===== src/rtl/trd_pkg.sv =====
// constants, types and register map of the task register dispatch checker
package trd_pkg;

    // ****************************************
    // register map
    // ****************************************
    localparam logic [7:0]  OFS_CTRL   = 8'h00;
    localparam logic [7:0]  OFS_SEL    = 8'h04;
    localparam logic [7:0]  OFS_BASE   = 8'h08;
    localparam logic [7:0]  OFS_LIMIT  = 8'h0C;
    localparam logic [7:0]  OFS_ATTR   = 8'h10;
    localparam logic [7:0]  OFS_GATE   = 8'h14;
    localparam logic [7:0]  OFS_STATUS = 8'h18;
    localparam logic [7:0]  OFS_TRSEL  = 8'h1C;

    // ****************************************
    // field positions
    // ****************************************
    localparam int CTRL_CPL_LSB  = 4;
    localparam int SEL_TI_BIT    = 2;
    localparam int GATE_DPL_LSB  = 16;
    localparam int GATE_P_BIT    = 18;
    localparam int ST_PERMIT_BIT = 0;
    localparam int ST_GP_BIT     = 1;
    localparam int ST_NP_BIT     = 2;
    localparam int ST_TSF_BIT    = 3;
    localparam int ST_TSW_BIT    = 4;

    // ****************************************
    // descriptor codes and reset values
    // ****************************************
    localparam logic [3:0]  TYPE_TSS_IDLE  = 4'h9;
    localparam logic [3:0]  TYPE_TSS_BUSY  = 4'hB;
    localparam int          TYPE_BUSY_BIT  = 1;
    localparam logic [31:0] TSS_MIN_LIMIT  = 32'h0000_0067;
    localparam logic [15:0] RST_TR_SEL     = 16'h0000;
    localparam logic [31:0] RST_TR_BASE    = 32'h0000_0000;
    localparam logic [31:0] RST_TR_LIMIT   = 32'h0000_FFFF;
    localparam logic [8:0]  RST_TR_ATTR    = 9'h000;

    typedef enum logic [2:0] {
        OP_LTR, OP_SEGLOAD, OP_JMP, OP_CALL, OP_GATE_JMP, OP_GATE_CALL, OP_INT_GATE, OP_NONE
    } trd_op_t;

    typedef enum logic [1:0] { FLT_NONE, FLT_GP, FLT_NP, FLT_TS } trd_fault_t;

    // attr: [3:0] type, [4] code/data, [6:5] dpl, [7] present, [8] granularity
    typedef struct packed {
        logic [31:0] base;
        logic [19:0] limit;
        logic [8:0]  attr;
    } trd_desc_t;

    typedef struct packed {
        logic        is_tss;
        logic        busy;
        logic [1:0]  descriptor_privilege_level;
        logic        present;
        logic [31:0] eff_limit;
    } trd_dinfo_t;

endpackage


===== src/rtl/trd_desc_decode.sv =====
// decodes a segment descriptor into state-segment type, level and byte limit
module trd_desc_decode
    import trd_pkg::*;
(
    input  trd_pkg::trd_desc_t  desc,
    output trd_pkg::trd_dinfo_t info
);
    import trd_pkg::*;

    always_comb begin
        info.is_tss    = ~desc.attr[4] && (desc.attr[3:0] == TYPE_TSS_IDLE ||
                                          desc.attr[3:0] == TYPE_TSS_BUSY);
        info.busy      = desc.attr[3:0] == TYPE_TSS_BUSY;
        info.descriptor_privilege_level       = desc.attr[6:5];
        info.present   = desc.attr[7];
        // page granularity scales the raw limit to bytes
        info.eff_limit = desc.attr[8] ? {desc.limit, 12'hFFF} : {12'h000, desc.limit};
    end

endmodule


===== src/rtl/trd_priv_check.sv =====
// privilege comparison of current and requested level against a descriptor level
module trd_priv_check (
    input  wire logic [1:0] current_privilege_level,
    input  wire logic [1:0] requested_privilege_level,
    input  wire logic       use_rpl,
    input  wire logic [1:0] descriptor_privilege_level,
    output logic            ok
);

    assign ok = (current_privilege_level <= descriptor_privilege_level) && (!use_rpl || requested_privilege_level <= descriptor_privilege_level);

endmodule


===== src/rtl/trd_dispatch.sv =====
// task register and dispatch checks behind an apb register port
module trd_dispatch
    import trd_pkg::*;
(
    input  wire logic        pclk,
    input  wire logic        presetn,
    input  wire logic        psel,
    input  wire logic        penable,
    input  wire logic        pwrite,
    input  wire logic [7:0]  paddr,
    input  wire logic [31:0] pwdata,
    output logic [31:0]      prdata,
    output logic             pready,
    output logic             pslverr,
    input  wire logic        iomap_req,
    input  wire logic [31:0] iomap_ofs,
    output logic             iomap_fault,
    output logic             dispatch_permit,
    output logic             general_protection_fault,
    output logic             not_present_fault,
    output logic             invalid_state_segment_fault,
    output logic             busy_set,
    output logic [15:0]      busy_sel,
    output logic             task_switched_flag,
    output logic [31:0]      tr_base,
    output logic [31:0]      tr_limit
);
    import trd_pkg::*;

    // ****************************************
    // state
    // ****************************************
    typedef struct packed {
        logic [15:0] sel;
        trd_desc_t   desc;
        logic [31:0] gate;
        logic [15:0] tr_sel;
        logic [31:0] tr_base;
        logic [31:0] tr_limit;
        logic [8:0]  tr_attr;
        logic        tsw;
        logic        permit;
        trd_fault_t  fault;
        logic        busy_set;
        logic [15:0] busy_sel;
        logic        iofault;
        logic [31:0] prdata;
        logic        pready;
        logic        pslverr;
    } trd_state_t;

    trd_state_t  st_reg;
    trd_state_t  st_next;
    trd_dinfo_t  info;
    trd_op_t     op;
    logic [1:0]  current_privilege_level;
    logic        is_gate;
    logic        is_switch;
    logic [15:0] tgt_sel;
    logic [1:0]  chk_dpl;
    logic        priv_ok;
    logic        wr;
    logic        setup;
    logic        go;
    trd_fault_t  flt;
    // one flop per fault kind so each fault output comes straight from a register
    logic [2:0]  fault_pulse;

    function automatic logic ti_set(input logic [15:0] s);
        return s[SEL_TI_BIT];
    endfunction

    function automatic logic mapped(input logic [7:0] a);
        return a[1:0] == 2'b00 && a <= OFS_TRSEL;
    endfunction

    trd_desc_decode u_dec (
        .desc (st_reg.desc),
        .info (info)
    );

    trd_priv_check u_prv (
        .current_privilege_level     (current_privilege_level),
        .requested_privilege_level     (st_reg.sel[1:0]),
        .use_rpl (is_gate),
        .descriptor_privilege_level     (chk_dpl),
        .ok      (priv_ok)
    );

    // ****************************************
    // request decode
    // ****************************************
    assign setup     = psel && !penable;
    assign wr        = psel && penable && pwrite && st_reg.pready && mapped(paddr);
    assign go        = wr && paddr == OFS_CTRL;
    assign op        = trd_op_t'(pwdata[2:0]);
    assign current_privilege_level       = pwdata[CTRL_CPL_LSB +: 2];
    assign is_gate   = op == OP_GATE_JMP || op == OP_GATE_CALL || op == OP_INT_GATE;
    assign is_switch = is_gate || op == OP_JMP || op == OP_CALL;
    // gate target with requested level dropped
    assign tgt_sel   = is_gate ? {st_reg.gate[15:2], 2'b00} : st_reg.sel;
    assign chk_dpl   = is_gate ? st_reg.gate[GATE_DPL_LSB +: 2] : info.descriptor_privilege_level;

    // ****************************************
    // check sequence, first failure wins
    // ****************************************
    always_comb begin
        flt = FLT_NONE;
        case (op)
            OP_LTR: begin
                if (current_privilege_level != 2'b00) begin
                    flt = FLT_GP;
                end else if (ti_set(tgt_sel) || !info.is_tss) begin
                    flt = FLT_GP;
                end else if (!info.present) begin
                    flt = FLT_NP;
                end else if (info.busy) begin
                    flt = FLT_GP;
                end
            end
            OP_SEGLOAD: begin
                // no state segment in data registers
                if (info.is_tss) begin
                    flt = FLT_GP;
                end
            end
            OP_JMP, OP_CALL, OP_GATE_JMP, OP_GATE_CALL, OP_INT_GATE: begin
                if (op != OP_INT_GATE && !priv_ok) begin
                    flt = FLT_GP;
                // gate in any table, must be present
                end else if (is_gate && !st_reg.gate[GATE_P_BIT]) begin
                    flt = FLT_NP;
                end else if (ti_set(tgt_sel) || !info.is_tss) begin
                    flt = FLT_GP;
                end else if (!info.present) begin
                    flt = FLT_NP;
                end else if (info.busy) begin
                    flt = FLT_GP;
                end else if (info.eff_limit < TSS_MIN_LIMIT) begin
                    flt = FLT_TS;
                end
            end
            default: begin
                flt = FLT_NONE;
            end
        endcase
    end

    // ****************************************
    // next state
    // ****************************************
    always_comb begin
        st_next          = st_reg;
        st_next.permit   = 1'b0;
        st_next.busy_set = 1'b0;
        st_next.pready   = 1'b1;
        // map access is the only larger limit check
        st_next.iofault  = iomap_req && iomap_ofs > st_reg.tr_limit;
        if (wr) begin
            case (paddr)
                OFS_SEL:   st_next.sel        = pwdata[15:0];
                OFS_BASE:  st_next.desc.base  = pwdata;
                OFS_LIMIT: st_next.desc.limit = pwdata[19:0];
                OFS_ATTR:  st_next.desc.attr  = pwdata[8:0];
                OFS_GATE:  st_next.gate       = {13'h0, pwdata[18:0]};
                OFS_STATUS: begin
                    if (pwdata[ST_TSW_BIT]) begin
                        st_next.tsw = 1'b0;
                    end
                end
                default: begin
                end
            endcase
        end
        if (go && op != OP_NONE) begin
            st_next.fault = flt;
            if (flt == FLT_NONE) begin
                st_next.permit = 1'b1;
                if (op == OP_LTR || is_switch) begin
                    st_next.tr_sel   = tgt_sel;
                    st_next.tr_base  = st_reg.desc.base;
                    st_next.tr_limit = info.eff_limit;
                    st_next.tr_attr  = st_reg.desc.attr;
                    st_next.tr_attr[TYPE_BUSY_BIT] = 1'b1;
                    st_next.busy_set = 1'b1;
                    st_next.busy_sel = tgt_sel;
                end
                if (is_switch) begin
                    st_next.tsw = 1'b1;
                end
            end
        end
        if (setup) begin
            st_next.pslverr = !mapped(paddr);
            case (paddr)
                OFS_SEL:    st_next.prdata = {16'h0000, st_reg.sel};
                OFS_GATE:   st_next.prdata = st_reg.gate;
                OFS_STATUS: st_next.prdata = {27'h0000000, st_reg.tsw,
                                              st_reg.fault == FLT_TS,
                                              st_reg.fault == FLT_NP,
                                              st_reg.fault == FLT_GP,
                                              st_reg.fault == FLT_NONE};
                // store op sees the selector only
                OFS_TRSEL:  st_next.prdata = {16'h0000, st_reg.tr_sel};
                // hidden part and descriptor words are write only
                default:    st_next.prdata = 32'h0000_0000;
            endcase
        end
    end

    // ****************************************
    // registers
    // ****************************************
    always_ff @(posedge pclk or negedge presetn) begin
        if (!presetn) begin
            st_reg          <= '0;
            // reset image of the task register
            st_reg.tr_sel   <= RST_TR_SEL;
            st_reg.tr_base  <= RST_TR_BASE;
            st_reg.tr_limit <= RST_TR_LIMIT;
            st_reg.tr_attr  <= RST_TR_ATTR;
            st_reg.fault    <= FLT_NONE;
        end else begin
            st_reg <= st_next;
        end
    end

    // visible selector plus cached base and limit
    assign prdata                      = st_reg.prdata;
    assign pready                      = st_reg.pready;
    assign pslverr                     = st_reg.pslverr;
    assign iomap_fault                 = st_reg.iofault;
    assign dispatch_permit             = st_reg.permit;
    assign general_protection_fault    = fault_pulse[0];
    assign not_present_fault           = fault_pulse[1];
    assign invalid_state_segment_fault = fault_pulse[2];
    assign busy_set                    = st_reg.busy_set;
    assign busy_sel                    = st_reg.busy_sel;
    assign task_switched_flag          = st_reg.tsw;
    assign tr_base                     = st_reg.tr_base;
    assign tr_limit                    = st_reg.tr_limit;

    // fault outputs pulse once per request; the status bits keep the outcome
    always_ff @(posedge pclk or negedge presetn) begin
        if (!presetn) begin
            fault_pulse <= 3'h0;
        end else if (go && op != OP_NONE) begin
            fault_pulse <= {flt == FLT_TS, flt == FLT_NP, flt == FLT_GP};
        end else begin
            fault_pulse <= 3'h0;
        end
    end

    // ****************************************
    // checks
    // ****************************************
    AST_LOCAL_TABLE_GP: assert property (
        @(posedge pclk) disable iff (!presetn)
        go && op == OP_LTR && current_privilege_level == 2'b00 && ti_set(st_reg.sel) |=> general_protection_fault)
        else $error("local-table state segment reference not refused");

    AST_SEGLOAD_GP: assert property (
        @(posedge pclk) disable iff (!presetn)
        go && op == OP_SEGLOAD && info.is_tss |=> general_protection_fault && !dispatch_permit)
        else $error("state segment loaded into a segment register");

    AST_BUSY_REFUSED: assert property (
        @(posedge pclk) disable iff (!presetn)
        go && op == OP_CALL && priv_ok && !ti_set(tgt_sel) && info.is_tss
        && info.present && info.busy |=> general_protection_fault && !busy_set)
        else $error("busy task entered again");

    AST_SHORT_LIMIT_TS: assert property (
        @(posedge pclk) disable iff (!presetn)
        go && is_switch && flt == FLT_TS |=> invalid_state_segment_fault
        && task_switched_flag == $past(task_switched_flag))
        else $error("short state segment not refused");

    AST_LTR_PRIV: assert property (
        @(posedge pclk) disable iff (!presetn)
        go && op == OP_LTR && current_privilege_level != 2'b00 |=> general_protection_fault && $stable(tr_base))
        else $error("load op accepted above level 0");

    AST_COMMIT: assert property (
        @(posedge pclk) disable iff (!presetn)
        go && is_switch && flt == FLT_NONE |=> busy_set && task_switched_flag
        && dispatch_permit && busy_sel == $past(tgt_sel))
        else $error("committed switch did not load register and flags");

    AST_FAULT_KEEPS: assert property (
        @(posedge pclk) disable iff (!presetn)
        go && flt != FLT_NONE |=> !busy_set && $stable(tr_limit) && $stable(tr_base))
        else $error("faulting request changed the task register");

    AST_IOMAP: assert property (
        @(posedge pclk) disable iff (!presetn)
        iomap_req && iomap_ofs > tr_limit && !go |=> iomap_fault)
        else $error("map access beyond limit not flagged");

endmodule


===== config.mk =====
export PLATFORM = sky130hd
export DESIGN_NAME = trd_dispatch
export DESIGN_NICKNAME = d
export VERILOG_FILES = /design/src/rtl/trd_pkg.sv /design/src/rtl/trd_desc_decode.sv /design/src/rtl/trd_priv_check.sv /design/src/rtl/trd_dispatch.sv
export SDC_FILE = /design/constraint.sdc
export NUM_CORES = 1
export LEC_CHECK = 0
export BUFFER_PORTS_ARGS = -buffer_cell sky130_fd_sc_hd__clkbuf_2
export CELL_PAD_IN_SITES_DETAIL_PLACEMENT = 1
export CELL_PAD_IN_SITES_GLOBAL_PLACEMENT = 1
export CORE_ASPECT_RATIO = 0.7
export CORE_MARGIN = 5
export CORE_UTILIZATION = 41
export DETAILED_ROUTE_END_ITERATION = 16
export HOLD_SLACK_MARGIN = 0.05
export PLACE_DENSITY_LB_ADDON = 0.1
export SETUP_SLACK_MARGIN = 0.2
export SLEW_MARGIN = 0
export SYNTH_ARGS = -nofsm -noshare
export SYNTH_HDL_FRONTEND = slang
export SYNTH_SLANG_ARGS = --single-unit

===== constraint.sdc =====
create_clock -name pclk -period 2.9 [get_ports pclk]
set_input_delay 0.725 -clock pclk [delete_from_list [all_inputs] [get_ports pclk]]
set_output_delay 0.725 -clock pclk [all_outputs]
set_load 0.01 [all_outputs]

==> metrics.csv <==
stage;metric;value;unit
worst_hold_path;min-delay worst type;input pin to asynchronous set/reset pin;
detailed_routing;DRC viols;0;
clock_tree;total clock sinks;206;
synthesis;synth warn;0;
worst_setup_path;critical-path cell list;buf_8, a21boi_4, mux2i_2, ha_1, nand2_1, o211ai_1, a31o_2, a311o_1, a211o_4, buf_12, mux2_4;
grt;GRT overflow;0;
sta;RSZ-0062 raised after global routing;true;
clock_tree;Post-CTS Hold Buffers;0;
die;die height;145;um
pwr;post-layout power;6060;uW
synthesis;Synth top area share;44.4;%
run_status;outcome;finished with violations;
detailed_routing;TritonRoute pass-1 iters;4;
cells_and_area;Net count, final;1107;
sta;period utilisation layout;102;%
detailed_routing;DRT Wirelength;27.8;mm
sta;final setup violation count;52;
cells_and_area;design area;12300;um2
sta;minimum clock period;2.96;ns
sta;Final Hold Fails;0;
clock_tree;Longest Clk Path Bufs;3;
clock_tree;H-Tree Depth;1;
clock_tree;worst skew pair latency;0.50;ns
synthesis;#FFs+latches synth;206;
place;HPWL after detailed placement;20.6;mm
grt;vias in the first global route;7279;
detailed_routing;Via density;5.05;
worst_setup_path;CP max-delay cell;a311o_1;
synthesis;sequential fraction of the synthesis area;48.3;%
sta;slew margin rel.;59.4;%
clock_tree;clock slew at reported path FFs;0.06;ns
cells_and_area;fin util;47.8;%
sta;Hold WS;0.190;ns
synthesis;ranking of synthesized cells by area;dfrtp_1, mux2_2, buf_4;
detailed_routing;Routed WL per cell;20.7;um
worst_setup_path;CP delay by family, top;compound AO/OA/AOI/OAI gates;
synthesis;synth cell count leaders;dfrtp_1, mux2_2, buf_4;
cells_and_area;max reg flops;98;
detailed_routing;DR WL met2;12.0;mm
cells_and_area;synth-to-layout area growth;14.6;%
detailed_routing;vias;6773;
synthesis;asr flop ratio synth;100;%
worst_setup_path;crit path max fanout;23;
detailed_routing;Final ANT Viol Nets;0;
cells_and_area;Post-Layout Cell Count;1340;
synthesis;dominant synthesized flop cell;dfrtp_1;
place;Routability Congestion;0.795;
run_status;violated checks;negative setup slack;
synthesis;post-synthesis cell area;10700;um2
pwr;cell area power density;494;nW/um2
detailed_routing;DRT met1 WL;14.0;mm
die;Core Rows;49;
grt;antenna violations before repair;1;
die;Starting Density;41.7;%
flow_run;total of max-cap violations;0;
place;I/O Buffers;185;
detailed_routing;WL met3;1.45;mm
detailed_routing;1st-iter DRT viols;274;
synthesis;library cells used by synthesis;56;
die;Die X;203;um
synthesis;count leader, synth;dfrtp_1;
detailed_routing;uppermost routed layer;met4;
sta;Final Worst Setup Slack;-0.0640;ns
clock_tree;Root Buffer;clkbuf_16;
worst_setup_path;Largest stage delay, worst path;0.38;ns
pwr;Worst VDD drop;0.302;mV
worst_setup_path;Worst EP arrival;3.35;ns
worst_setup_path;kind of critical path;input pin to flop;
worst_setup_path;CP required;3.28;ns
synthesis;number of synthesized flops with an enable pin;0;
sta;Clock Skew;0.00986;ns
place;Area after DPL;11500;um2
grt;first-pass GRT wire length;44.1;mm
synthesis;Synth Instances;872;
worst_setup_path;Critical Path Start Type;input pin;
synthesis;mean post-synth cell area;12.3;um2
sta;FMAX;337;MHz
clock_tree;CTS tree;yes;
pwr;P_leak;0.00674;uW
die;die footprint;29500;um2
synthesis;leading area contributor after synthesis;dfrtp_1;
cells_and_area;# diodes;0;
worst_setup_path;CP Capture Type;flop;
place;Placed Cells;1300;
clock_tree;cts bufs inserted;22;
sta;Final Slew Violations;0;
die;CORE AREA;25700;um2
die;# IOs;199;
grt;largest net degree at the start of global routing;73;
clock_tree;Post CTS Setup Buffer Count;0;
sta;Worst Tran Pin Value;0.606;ns
worst_setup_path;Critical path buffers and inverters;2;
grt;All-Layer GR Usage;18.7;%
cells_and_area;layout cells sized above 1;46.3;%
cells_and_area;Filler Cell Count;2709;
-- final timing paths --
check                           slack [ns]        start          end  cells past startpoint
worst min register to register        0.48   prdata[10]   prdata[10]                      2
worst min-delay path                  0.19      presetn  st_reg[248]                      1
max in group asynchronous             1.87      presetn  tr_limit[8]                      2
worst max-delay path                 -0.06    pwdata[0]  tr_base[26]                     11
worst max register to register        0.20  st_reg[161]  tr_base[26]                      9
min in group pclk                     0.44    iomap_req  iomap_fault                      2
-- placed cells by master, fill, tap and decap left out, types with 5 or more instances in the layout --
cell type and n:
a21o_1 7, a21oi_1 9, a22o_1 5, a22oi_1 16
buf_12 6, buf_4 35, buf_6 9, clkbuf_1 5
clkbuf_16 23, clkbuf_2 181, clkinv_2 6, conb_1 14
dfrtp_1 190, dfstp_2 16, ha_1 35, inv_1 38
mux2_2 121, mux2_4 48, mux2i_1 42, nand2_1 54
nand3_1 12, nand4_1 7, nor2_1 24, nor2b_1 10
nor3_1 5, o21ai_0 28
-- report_power, final --
part	internal (uW)	leakage (uW)	switching (uW)
Clock	1710	0.000363	1150
Combinational	113	0.00365	199
Sequential	2880	0.00272	4.89
-- through the flow --
step	TNS (ns)	setup slack, ns
after floorplan	-33.26	-0.492
after global placement	-36.11	-0.476
after detailed placement	-45.02	-0.609
after CTS	-1.60	-0.0494
after global routing	-8.15	-0.153
final	-1.95	-0.0640
-- kinds of logic (layout without fill, tap and decap cells) --
kind of cell             Yosys count  count (layout)  synth area share [%]
other                              2              14                0.0702
flip-flops                       206             206                  48.3
buffers and inverters            186             311                  11.7
adder cells (fa/ha/maj)           36              36                  4.21
AO/OA/AOI/OAI                     93              93                  6.02
AND/OR/NAND/NOR                  137             137                  6.25
multiplexers                     212             212                  23.4
-- layout make-up --
type	instances	area (um2)	share of cell area, %
flip-flops and latches	206	5170	42.2
multi-input cells	492	4380	35.7
repair buffers	233	1420	11.6
clock buffers	31	636	5.18
well taps	331	414	3.38
inverters	38	143	1.16
clock inverters	9	97.6	0.796
-- timing repair --
item / CTS / global route
setup endpoints to repair: 80 / 80
pin swaps: 1 / 2
gates resized for setup: 8 / 12
-- metal layers --
layer | track usage [%] | up-vias
met1 | 28.6 | 3415
met3 | 3.19 | 24
met2 | 28.3 | 156
met5 | 0 | -
met4 | 2.83 | 0
li1 | - | 3178
-- worst reg2reg max path, cell delays in order (launching register included) --
cell and delay, ns:
dfrtp_1 0.42, mux2_4 0.30, ha_4 0.22, nand2_1 0.07
o211ai_1 0.09, a31o_2 0.24, a311o_1 0.38, a211o_4 0.35
buf_12 0.21, mux2_4 0.33
No activity file was read; power rests on OpenSTA's default activity.
